**src/rtl/sofc_regs.vh**
```
// register offsets, field positions and reset values of the output format bank
`ifndef SOFC_REGS_VH
`define SOFC_REGS_VH

// register addresses on the serial control port
`define SOFC_ADDR_FORMAT 13'h0014
`define SOFC_ADDR_DRIVER 13'h0015
`define SOFC_ADDR_PHASE 13'h0016
`define SOFC_ADDR_PATT_LOW 13'h0019
`define SOFC_ADDR_PATT_HIGH 13'h001A
`define SOFC_ADDR_UPDATE 13'h00FF

// reset values
`define SOFC_RST_FORMAT 8'h00
`define SOFC_RST_DRIVER 8'h00
`define SOFC_RST_PHASE 8'h03
`define SOFC_RST_PATT 8'h00

// writable bit masks, unused bits stay zero
`define SOFC_MASK_FORMAT 8'h47
`define SOFC_MASK_DRIVER 8'h30
`define SOFC_MASK_PHASE 8'h0F

// field positions
`define SOFC_BIT_LOWSWING 6
`define SOFC_BIT_INVERT 2
`define SOFC_FMT_HI 1
`define SOFC_FMT_LO 0
`define SOFC_TERM_HI 5
`define SOFC_TERM_LO 4
`define SOFC_PHASE_HI 3
`define SOFC_PHASE_LO 0
`define SOFC_BIT_TRANSFER 0

// field codes
`define SOFC_FMT_TWOS 2'h1
`define SOFC_PHASE_MAX 4'hA

// serial frame layout: 16 instruction bits then one data byte
`define SOFC_INSTR_LAST 5'h0F
`define SOFC_DATA_LAST 5'h17
`define SOFC_FRAME_DONE 5'h18

`endif

```
**src/rtl/sofc_format_regs.v**
```verilog
// serial output format register bank with its serial control port slave
`timescale 1ns/1ps
`include "sofc_regs.vh"

module sofc_format_regs #(
    parameter CHANNELS = 4,
    parameter SAMPLE_W = 8
) (
    // clock and reset
    input wire clk_sys,
    input wire rstn,
    // serial control port pins
    input wire spiClk,
    input wire spiCsN,
    input wire spiDataIn,
    output wire spiDataOut,
    output wire spiDataOe,
    // converted samples and test selection
    input wire [CHANNELS*SAMPLE_W-1:0] sampleIn,
    input wire userPatternMode,
    // formatted output words
    output wire [CHANNELS*SAMPLE_W-1:0] dataOut,
    // working configuration toward the drivers
    output wire lowPowerSwing,
    output wire [1:0] termSelect,
    output wire term200Ohm,
    output wire term100Ohm,
    output wire [3:0] phaseSelect
);

    // ************************************************************
    // pin synchronisers
    // ************************************************************
    reg [2:0] sclkSync_reg; // [0] feeds [1] only
    reg [1:0] csSync_reg; // chip select, active low
    reg [1:0] sdiSync_reg; // serial data in

    // two flops per pin, a third on clock for edge finding
    always @(posedge clk_sys or negedge rstn) begin
        if (!rstn) begin
            sclkSync_reg <= 3'h0;
            csSync_reg <= 2'h3;
            sdiSync_reg <= 2'h0;
        end else begin
            sclkSync_reg <= {sclkSync_reg[1:0], spiClk};
            csSync_reg <= {csSync_reg[0], spiCsN};
            sdiSync_reg <= {sdiSync_reg[0], spiDataIn};
        end
    end

    wire sclkRise = sclkSync_reg[1] & ~sclkSync_reg[2]; // rising edge
    wire sclkFall = ~sclkSync_reg[1] & sclkSync_reg[2]; // falling edge
    wire csActive = ~csSync_reg[1]; // frame in progress
    wire sdiBit = sdiSync_reg[1]; // sampled data bit

    // ************************************************************
    // master and working copies
    // ************************************************************
    reg [7:0] mFormat_reg; // master copies take writes
    reg [7:0] mDriver_reg;
    reg [7:0] mPhase_reg;
    reg [7:0] mPattLow_reg;
    reg [7:0] mPattHigh_reg;
    reg [7:0] wFormat_reg; // working copies drive the outputs
    reg [7:0] wDriver_reg;
    reg [7:0] wPhase_reg;
    reg [15:0] wPattern_reg;

    // ************************************************************
    // serial frame decoder
    // ************************************************************
    reg [4:0] bitCnt_reg; // bits seen in this frame
    reg [15:0] instr_reg; // instruction shift register
    reg isRead_reg; // frame is a read
    reg [12:0] addr_reg; // register address of the frame
    reg [7:0] wrShift_reg; // incoming data byte
    reg [7:0] rdShift_reg; // outgoing data byte
    reg sdo_reg; // bit on the data pin
    reg sdoEn_reg; // data pin driven
    reg wrStrobe_reg; // one-cycle write request
    reg [7:0] wrData_reg; // byte to write

    // instruction word once the last instruction bit arrives
    wire [15:0] instrNext = {instr_reg[14:0], sdiBit};

    reg [7:0] readMux; // master register selected by address
    // read back the master copies, unused bits are zero
    always @* begin
        case (instrNext[12:0])
            `SOFC_ADDR_FORMAT: readMux = mFormat_reg;
            `SOFC_ADDR_DRIVER: readMux = mDriver_reg;
            `SOFC_ADDR_PHASE: readMux = mPhase_reg;
            `SOFC_ADDR_PATT_LOW: readMux = mPattLow_reg;
            `SOFC_ADDR_PATT_HIGH: readMux = mPattHigh_reg;
            default: readMux = 8'h00; // update and unmapped read zero
        endcase
    end

    // shift instruction and data, serve reads on falling edges
    always @(posedge clk_sys or negedge rstn) begin
        if (!rstn) begin
            bitCnt_reg <= 5'h00;
            instr_reg <= 16'h0000;
            isRead_reg <= 1'b0;
            addr_reg <= 13'h0000;
            wrShift_reg <= 8'h00;
            rdShift_reg <= 8'h00;
            sdo_reg <= 1'b0;
            sdoEn_reg <= 1'b0;
            wrStrobe_reg <= 1'b0;
            wrData_reg <= 8'h00;
        end else begin
            wrStrobe_reg <= 1'b0;
            if (!csActive) begin
                // idle: restart frame, release the pin
                bitCnt_reg <= 5'h00;
                sdoEn_reg <= 1'b0;
            end else if (sclkRise) begin
                if (bitCnt_reg != `SOFC_FRAME_DONE) begin
                    bitCnt_reg <= bitCnt_reg + 5'h01;
                end
                if (bitCnt_reg <= `SOFC_INSTR_LAST) begin
                    instr_reg <= instrNext;
                end
                if (bitCnt_reg == `SOFC_INSTR_LAST) begin
                    // first bit is read/write, low 13 bits address
                    isRead_reg <= instrNext[15];
                    addr_reg <= instrNext[12:0];
                    rdShift_reg <= readMux;
                end
                if (bitCnt_reg > `SOFC_INSTR_LAST &&
                    bitCnt_reg <= `SOFC_DATA_LAST && !isRead_reg) begin
                    wrShift_reg <= {wrShift_reg[6:0], sdiBit};
                end
                if (bitCnt_reg == `SOFC_DATA_LAST && !isRead_reg) begin
                    wrData_reg <= {wrShift_reg[6:0], sdiBit};
                    wrStrobe_reg <= 1'b1;
                end
            end else if (sclkFall && isRead_reg &&
                         bitCnt_reg > `SOFC_INSTR_LAST &&
                         bitCnt_reg <= `SOFC_DATA_LAST) begin
                // msb first, one bit per falling edge
                sdo_reg <= rdShift_reg[7];
                rdShift_reg <= {rdShift_reg[6:0], 1'b0};
                sdoEn_reg <= 1'b1;
            end
        end
    end

    assign spiDataOut = sdo_reg;
    assign spiDataOe = sdoEn_reg;

    // ************************************************************
    // register writes and transfer
    // ************************************************************
    // transfer request from the update register, self clearing
    wire transfer = wrStrobe_reg && addr_reg == `SOFC_ADDR_UPDATE &&
                    wrData_reg[`SOFC_BIT_TRANSFER];

    // writes land in the master copies only
    always @(posedge clk_sys or negedge rstn) begin
        if (!rstn) begin
            mFormat_reg <= `SOFC_RST_FORMAT;
            mDriver_reg <= `SOFC_RST_DRIVER;
            mPhase_reg <= `SOFC_RST_PHASE;
            mPattLow_reg <= `SOFC_RST_PATT;
            mPattHigh_reg <= `SOFC_RST_PATT;
        end else if (wrStrobe_reg) begin
            case (addr_reg)
                `SOFC_ADDR_FORMAT:
                    mFormat_reg <= wrData_reg & `SOFC_MASK_FORMAT;
                `SOFC_ADDR_DRIVER:
                    mDriver_reg <= wrData_reg & `SOFC_MASK_DRIVER;
                `SOFC_ADDR_PHASE: begin
                    // codes beyond the last valid step are ignored
                    if ((wrData_reg & `SOFC_MASK_PHASE) <=
                        {4'h0, `SOFC_PHASE_MAX}) begin
                        // unused upper bits never stored
                        mPhase_reg <= wrData_reg & `SOFC_MASK_PHASE;
                    end
                end
                `SOFC_ADDR_PATT_LOW: mPattLow_reg <= wrData_reg;
                `SOFC_ADDR_PATT_HIGH: mPattHigh_reg <= wrData_reg;
                default: ; // unmapped writes are dropped
            endcase
        end
    end

    // working copies follow the masters only on transfer
    always @(posedge clk_sys or negedge rstn) begin
        if (!rstn) begin
            wFormat_reg <= `SOFC_RST_FORMAT;
            wDriver_reg <= `SOFC_RST_DRIVER;
            wPhase_reg <= `SOFC_RST_PHASE;
            wPattern_reg <= {`SOFC_RST_PATT, `SOFC_RST_PATT};
        end else if (transfer) begin
            wFormat_reg <= mFormat_reg;
            wDriver_reg <= mDriver_reg;
            wPhase_reg <= mPhase_reg;
            wPattern_reg <= {mPattHigh_reg, mPattLow_reg};
        end
    end

    // ************************************************************
    // configuration outputs
    // ************************************************************
    assign lowPowerSwing = wFormat_reg[`SOFC_BIT_LOWSWING];
    assign termSelect = wDriver_reg[`SOFC_TERM_HI:`SOFC_TERM_LO];
    assign term200Ohm = termSelect == 2'h1;
    assign term100Ohm = termSelect[1];
    // phase only steers the clock driver, never the data path
    assign phaseSelect =
        wPhase_reg[`SOFC_PHASE_HI:`SOFC_PHASE_LO];

    // ************************************************************
    // per channel output data path
    // ************************************************************
    wire invertAll = wFormat_reg[`SOFC_BIT_INVERT];
    wire twosComp = wFormat_reg[`SOFC_FMT_HI:`SOFC_FMT_LO] == `SOFC_FMT_TWOS;
    genvar ch;
    generate
        for (ch = 0; ch < CHANNELS; ch = ch + 1) begin : gChan
            reg [SAMPLE_W-1:0] word_reg; // registered output word
            // test pattern uses its top bits, msb justified
            wire [SAMPLE_W-1:0] rawWord = userPatternMode ?
                wPattern_reg[15 -: SAMPLE_W] :
                sampleIn[ch*SAMPLE_W +: SAMPLE_W];
            // twos complement flips the sign bit of offset binary
            wire [SAMPLE_W-1:0] fmtWord = twosComp ?
                {~rawWord[SAMPLE_W-1], rawWord[SAMPLE_W-2:0]} :
                rawWord;
            // latch on every clock regardless of phase setting
            always @(posedge clk_sys or negedge rstn) begin
                if (!rstn) begin
                    word_reg <= {SAMPLE_W{1'b0}};
                end else begin
                    word_reg <= invertAll ? ~fmtWord : fmtWord;
                end
            end
            assign dataOut[ch*SAMPLE_W +: SAMPLE_W] = word_reg;
        end
    endgenerate

endmodule // sofc_format_regs

```
**config.mk**
```make
export PLATFORM = sky130hd
export DESIGN_NAME = sofc_format_regs
export DESIGN_NICKNAME = d
export VERILOG_FILES = /design/src/rtl/sofc_format_regs.v
export VERILOG_INCLUDE_DIRS = /design/src /design/src/rtl
export SDC_FILE = /design/constraint.sdc
export NUM_CORES = 1
export LEC_CHECK = 0
export BUFFER_PORTS_ARGS = -buffer_cell sky130_fd_sc_hd__buf_4
export CAP_MARGIN = 10
export CORE_MARGIN = 2
export CORE_UTILIZATION = 40
export CTS_CLUSTER_DIAMETER = 150
export DETAILED_ROUTE_END_ITERATION = 16
export PLACE_DENSITY = 0.65
export SYNTH_ARGS = -nofsm -noshare
export SYNTH_HDL_FRONTEND = slang
export SYNTH_SLANG_ARGS = --single-unit
```
**constraint.sdc**
```tcl
create_clock -name clk_sys -period 5.3 [get_ports clk_sys]
set_input_delay 0.795 -clock clk_sys [delete_from_list [all_inputs] [get_ports clk_sys]]
set_output_delay 0.795 -clock clk_sys [all_outputs]
set_load 0.05 [all_outputs]
```
# ---- After elaboration in Yosys (flattened, before gate mapping)
# Index checks and enable logic that the tools add are counted.
dict set report totals {
  wordCells 114
  mem_count 0
  input_bits 38
  romBits 0
  ramBits 0
  latch_bits 0
  output_inout_bits 43
  ff_bits 151
}
dict set report classes {
  n_reduce_logical 26
  n_eq_ne 18
  n_mul 0
  n_div 0
  bitwise 14
  shift 0
  addsub 1
  n_lt_le_gt_ge 4
  mux 25
}
# op n
set op_table {}
lappend op_table {{== test 13 x 5 -> 1 bit, second input constant} 10}
lappend op_table {{two-way mux 8 bit} 15}
lappend op_table {{one-hot mux 8 bit (5 select lines)} 1}
lappend op_table {{inverter 8 bit} 4}
lappend op_table {{AND reduction 3 bit} 7}
lappend op_table {{two-way mux 5 bit} 3}
lappend op_table {{== test 13 x 8 -> 1 bit, second input constant} 1}
lappend op_table {{AND reduction 2 bit} 6}
lappend op_table {{logical AND 1 bit} 8}
lappend op_table {{inverter 1 bit} 8}
lappend op_table {{nonzero test 2 bit} 4}
lappend op_table {{two-way mux 1 bit} 6}
lappend op_table {{adder 5 x 1 -> 5 bit, second input constant} 1}
lappend op_table {{== test 5 x 4 -> 1 bit, second input constant} 1}
lappend op_table {{== test 5 bit, second input constant} 1}
lappend op_table {{> comparator 5 x 4 -> 1 bit, second input constant} 1}
lappend op_table {{less-or-equal comparator 5 x 4 -> 1 bit, second input constant} 1}
lappend op_table {{less-or-equal comparator 5 bit, second input constant} 1}
lappend op_table {{!= test 5 bit, second input constant} 1}
lappend op_table {{== test 2 x 1 -> 1 bit, second input constant} 2}
lappend op_table {{less-or-equal comparator 4 bit, second input constant} 1}
lappend op_table {{bitwise AND 1 bit} 2}
lappend op_table {{!= test 2 x 1 -> 1 bit, second input constant} 1}
lappend op_table {{!= test 2 bit, second input constant} 1}
lappend op_table {{zero test 1 bit} 1}

# ---- Logic depth before layout (Yosys ltp)
dict set report logic_depth {
  word_depth 8
  depth_mapped 8
  depth_no_buf 7
}

# ---- Worst setup path before layout
# No wires, ideal clock.
dict set report synth_path {
  kind {register to output}
  start {register wDriver_reg[4]}
  end {output term200Ohm}
  path_slack_ns 3.106
  required_time_ns 4.505
  path_buffers 0
  path_stages_with_launch 2
  t_arrival_ns 1.399
  path_cell_list {dfrtp_1 > nor2b_1}
}
dict set report synth_between {
  elab_chain_cells 1
}
# item line
set synth_lines {}
lappend synth_lines {{from (decl)} sofc_format_regs.v:65} ;# reg [7:0] wDriver_reg;
lappend synth_lines {{from (signal assigned)} sofc_format_regs.v:193} ;# wDriver_reg <= `SOFC_RST_DRIVER;
lappend synth_lines {{from (signal assigned)} sofc_format_regs.v:198} ;# wDriver_reg <= mDriver_reg;
lappend synth_lines {{== test 2 x 1 -> 1 bit} sofc_format_regs.v:209} ;# assign term200Ohm = termSelect == 2'h1;
lappend synth_lines {{to (decl)} sofc_format_regs.v:26} ;# output wire term200Ohm,
# No other way between the ends.

# ---- Worst setup path after layout
dict set report layout_path {
  start {register bitCnt_reg[0]}
  end {register rdShift_reg[1]}
}
dict set report layout_between {
  elab_chain_cells 5
  word_cells_on_any_way 8
  classes_between {2 x order compare; 2 x eq/ne; 4 x reduce/logical}
}
# item line
set layout_lines {}
lappend layout_lines {{from (decl)} sofc_format_regs.v:72} ;# reg [4:0] bitCnt_reg;
lappend layout_lines {{from (signal assigned)} sofc_format_regs.v:120} ;# bitCnt_reg <= bitCnt_reg + 5'h01;
lappend layout_lines {{> comparator 5 x 4 -> 1 bit (no line)} n/a}
lappend layout_lines {{logical AND 1 bit (no line) (2 in series)} n/a}
lappend layout_lines {{nonzero test 2 bit (no line)} n/a}
lappend layout_lines {{AND reduction 3 bit (no line) (*)} n/a}
lappend layout_lines {{to (signal assigned)} sofc_format_regs.v:129} ;# rdShift_reg <= readMux;
lappend layout_lines {{to (signal assigned)} sofc_format_regs.v:144} ;# rdShift_reg <= {rdShift_reg[6:0], 1'b0};
lappend layout_lines {{to (decl)} sofc_format_regs.v:77} ;# reg [7:0] rdShift_reg;
# Mark *: on every way between the ends. The rest lies on a longest branch, timed or not.
# A chain may end at the register's enable or synchronous reset.

==> reports/results.tsv <==
metric	value	unit
grt total ovfl	0	
critical path class	reg -> reg	
max-cap violation count	0	
syn nets	506	
worst supply voltage drop on vdd	236	µV
worst-case clock buffer depth	2	
leading register cell type out of synthesis	sky130_fd_sc_hd__dfrtp_1	
Slew Viols, Final	0	
ys async rst share	100	%
total design power	2640	µW
CTS HTree Levels	4	
via density per instance	5.04	
Core Box Area	0.0153	mm²
Remaining DRCs	0	
Die Y-Extent	130	µm
worst hold-check slack	348	ps
run status	finished clean	
layout cells sized above 1	39.6	%
CTS tree	yes	
post-CTS clock slew at the launch and capture registers of the worst setup and hold paths	60	ps
sequential standard cell area	0.00359	mm²
Global Route met2 Usage	24.3	%
fin crit period	2660	ps
global routing met3 resource utilization	5.00	%
final-report hold violation count	0	
remaining antenna violation count	0	
routing layer with the top usage in global route	met2	
portion of synthesized cell area occupied by the leading cell type	54.2	%
top post-synthesis cells by area	sky130_fd_sc_hd__dfrtp_1 (54%), sky130_fd_sc_hd__mux2_2 (14%), sky130_fd_sc_hd__mux2i_1 (5.2%)	
total die area	0.0168	mm²
max reg flops	32	
worst max-slew margin expressed relative to the limit	31.1	%
hold-fix buffer count after cts	0	
final WL	12600	µm
Clock Latency Late Sink	420	ps
number of DRC markers after the initial detailed-route iteration	173	
worst slew pin tran	1030	ps
row count	45	
Power Density	343	mW/mm²
Critical Path Start Type	flip-flop	
sequential share of the synthesized area	56.7	%
signed area change from the synthesized netlist to the final layout	21.8	%
total of endpoints with negative setup slack in the final report	0	
yosys warns	0	
starting utilization of the core area	41.3	%
worst hold path class	reg -> reg	
quantity of gates resized following cts	0	
post-synth design cell area	0.00633	mm²
multi-input combinational cell area	0.00259	mm²
#FFs+latches synth	143	
cell type contributing the most total cell area after synthesis	sky130_fd_sc_hd__dfrtp_1	
global-route wire length before repair	20700	µm
peak clock frequency supported by timing	0.376	GHz
Post-CTS Setup Repair Bufs	0	
clock sink total	143	
Detail Placement HPWL	8550	µm
GRT met1 Usage	21.1	%
via count of the routed design	3860	
DRT Pass-1 Iters	4	
count of filler cells inserted in the layout	1343	
boundary pin count	81	
Leakage	0.00372	µW
vias in the first global route	4075	
unrepaired setup endpoints after global routing	false	
overall fraction of global-route tracks in use	16.0	%
number of instances in the synthesized netlist	465	
critical path peak fanout	16	
summed negative setup slack over all endpoints	0	ps
number of flops mapped to enable cells by yosys	0	
synthesized area divided by synthesized cell count	13.6	µm²
post-layout net count	584	
Critical Path AT	2970	ps
Worst Clk Skew	7.07	ps
final worst path period share	50.2	%
Netlist cell types	59	
routability congestion estimate from global placement	0.823	
worst path required time	5610	ps
die outline width	130	µm
initial antenna violation count	0	
sort of element at the end of the critical path	flip-flop	
Root Buffer	sky130_fd_sc_hd__clkbuf_16	
antenna cell count	0	
pin count of the biggest net entering global routing	113	
CTS buffer count	17	
mean routed wirelength per cell	16.4	µm
count of input and output buffers	80	
-- final timing paths --
path                                 from                   end  slack (ps)  depth (start not counted)
min in group asynchronous            rstn  gChan[2].word_reg[1]         470                          1
max                         bitCnt_reg[0]        rdShift_reg[1]        2640                          7
min reg2reg                sdiSync_reg[0]        sdiSync_reg[1]         350                          0
min                        sdiSync_reg[0]        sdiSync_reg[1]         350                          0
max in group asynchronous            rstn      wPattern_reg[11]        3810                          2
max reg2reg                 bitCnt_reg[0]        rdShift_reg[1]        2640                          7
-- cell usage in the layout, fill, tap and decap left out, types with 4 or more instances in the layout --
cell type	netlist	layout
sky130_fd_sc_hd__dfrtp_1	137	137
sky130_fd_sc_hd__buf_4	1	82
sky130_fd_sc_hd__mux2_2	77	77
sky130_fd_sc_hd__mux2i_1	33	33
sky130_fd_sc_hd__xnor2_1	30	30
sky130_fd_sc_hd__clkbuf_16	0	17
sky130_fd_sc_hd__nand2_1	16	16
sky130_fd_sc_hd__nor2_1	12	12
sky130_fd_sc_hd__and3b_1	12	12
sky130_fd_sc_hd__inv_1	11	11
sky130_fd_sc_hd__o21ai_0	10	10
sky130_fd_sc_hd__mux2_4	10	10
sky130_fd_sc_hd__a31oi_1	8	8
sky130_fd_sc_hd__a211oi_1	8	8
sky130_fd_sc_hd__nor2b_1	7	7
sky130_fd_sc_hd__o22a_1	6	6
sky130_fd_sc_hd__dfstp_2	6	6
sky130_fd_sc_hd__xor2_1	5	5
sky130_fd_sc_hd__clkinv_2	0	5
sky130_fd_sc_hd__a21oi_1	4	4
sky130_fd_sc_hd__nand3_1	4	4
-- cells in the mapped netlist, types with 2 or more instances --
library cell and count:
sky130_fd_sc_hd__a211oi_1 8, sky130_fd_sc_hd__a21oi_1 4, sky130_fd_sc_hd__a22o_1 2, sky130_fd_sc_hd__a31oi_1 8, sky130_fd_sc_hd__a41oi_1 3, sky130_fd_sc_hd__and3b_1 12
sky130_fd_sc_hd__buf_1 4, sky130_fd_sc_hd__buf_2 5, sky130_fd_sc_hd__clkbuf_1 12, sky130_fd_sc_hd__dfrtp_1 137, sky130_fd_sc_hd__dfstp_2 6, sky130_fd_sc_hd__ha_1 3
sky130_fd_sc_hd__inv_1 11, sky130_fd_sc_hd__mux2_2 77, sky130_fd_sc_hd__mux2_4 10, sky130_fd_sc_hd__mux2i_1 33, sky130_fd_sc_hd__nand2_1 16, sky130_fd_sc_hd__nand2b_1 2
sky130_fd_sc_hd__nand3_1 4, sky130_fd_sc_hd__nand4_1 3, sky130_fd_sc_hd__nor2_1 12, sky130_fd_sc_hd__nor2b_1 7, sky130_fd_sc_hd__nor3_1 2, sky130_fd_sc_hd__o21ai_0 10
sky130_fd_sc_hd__o22a_1 6, sky130_fd_sc_hd__or3_1 2, sky130_fd_sc_hd__xnor2_1 30, sky130_fd_sc_hd__xor2_1 5
-- critical path: stages, from the launching register on --
cell                      delay [ps]
sky130_fd_sc_hd__dfrtp_1         440
sky130_fd_sc_hd__ha_1            270
sky130_fd_sc_hd__and3_1          220
sky130_fd_sc_hd__ha_1            210
sky130_fd_sc_hd__a21o_1          170
sky130_fd_sc_hd__o31ai_2         770
sky130_fd_sc_hd__o21ai_0         240
sky130_fd_sc_hd__o22a_1          230
-- metrics by stage --
stage	std cells	utilization, %	area, µm²	worst slack [ps]
floorplan	465	-	6330	3110
global placement	735	46.4	7100	2790
detailed placement	735	46.4	7100	2670
CTS	766	50.3	7710	2640
global route	766	50.3	7710	2400
finish	766	50.3	7710	2640
-- where the power goes --
part           internal [µW]  switching (µW)
registers               1140            51.7
logic                   98.8             142
clock network            770             441
-- cells by family after synthesis --
group / share of synthesized area (%)
flops: 56.7
mux: 21.5
simple gates: 8.80
compound gates: 5.02
xor+xnor: 4.84
buf+inv: 2.61
fa+ha+maj: 0.593
-- cell type report --
cell class | instances | area share [%]
Multi-Input combinational cell | 287 | 33.5
Timing Repair Buffer | 83 | 8.13
Tap cell | 211 | 3.42
Clock inverter | 11 | 1.80
Clock buffer | 20 | 6.05
Sequential cell | 143 | 46.5
Inverter | 11 | 0.536
-- per-layer routing --
layer,routed length [µm],up-vias,part of all wire [%]
met5,0,-,0
met4,302,0,2.4
met3,621,24,4.9
met2,5830,89,46
met1,5820,1940,46
li1,-,1807,-
(Power assumes the default switching activity.)
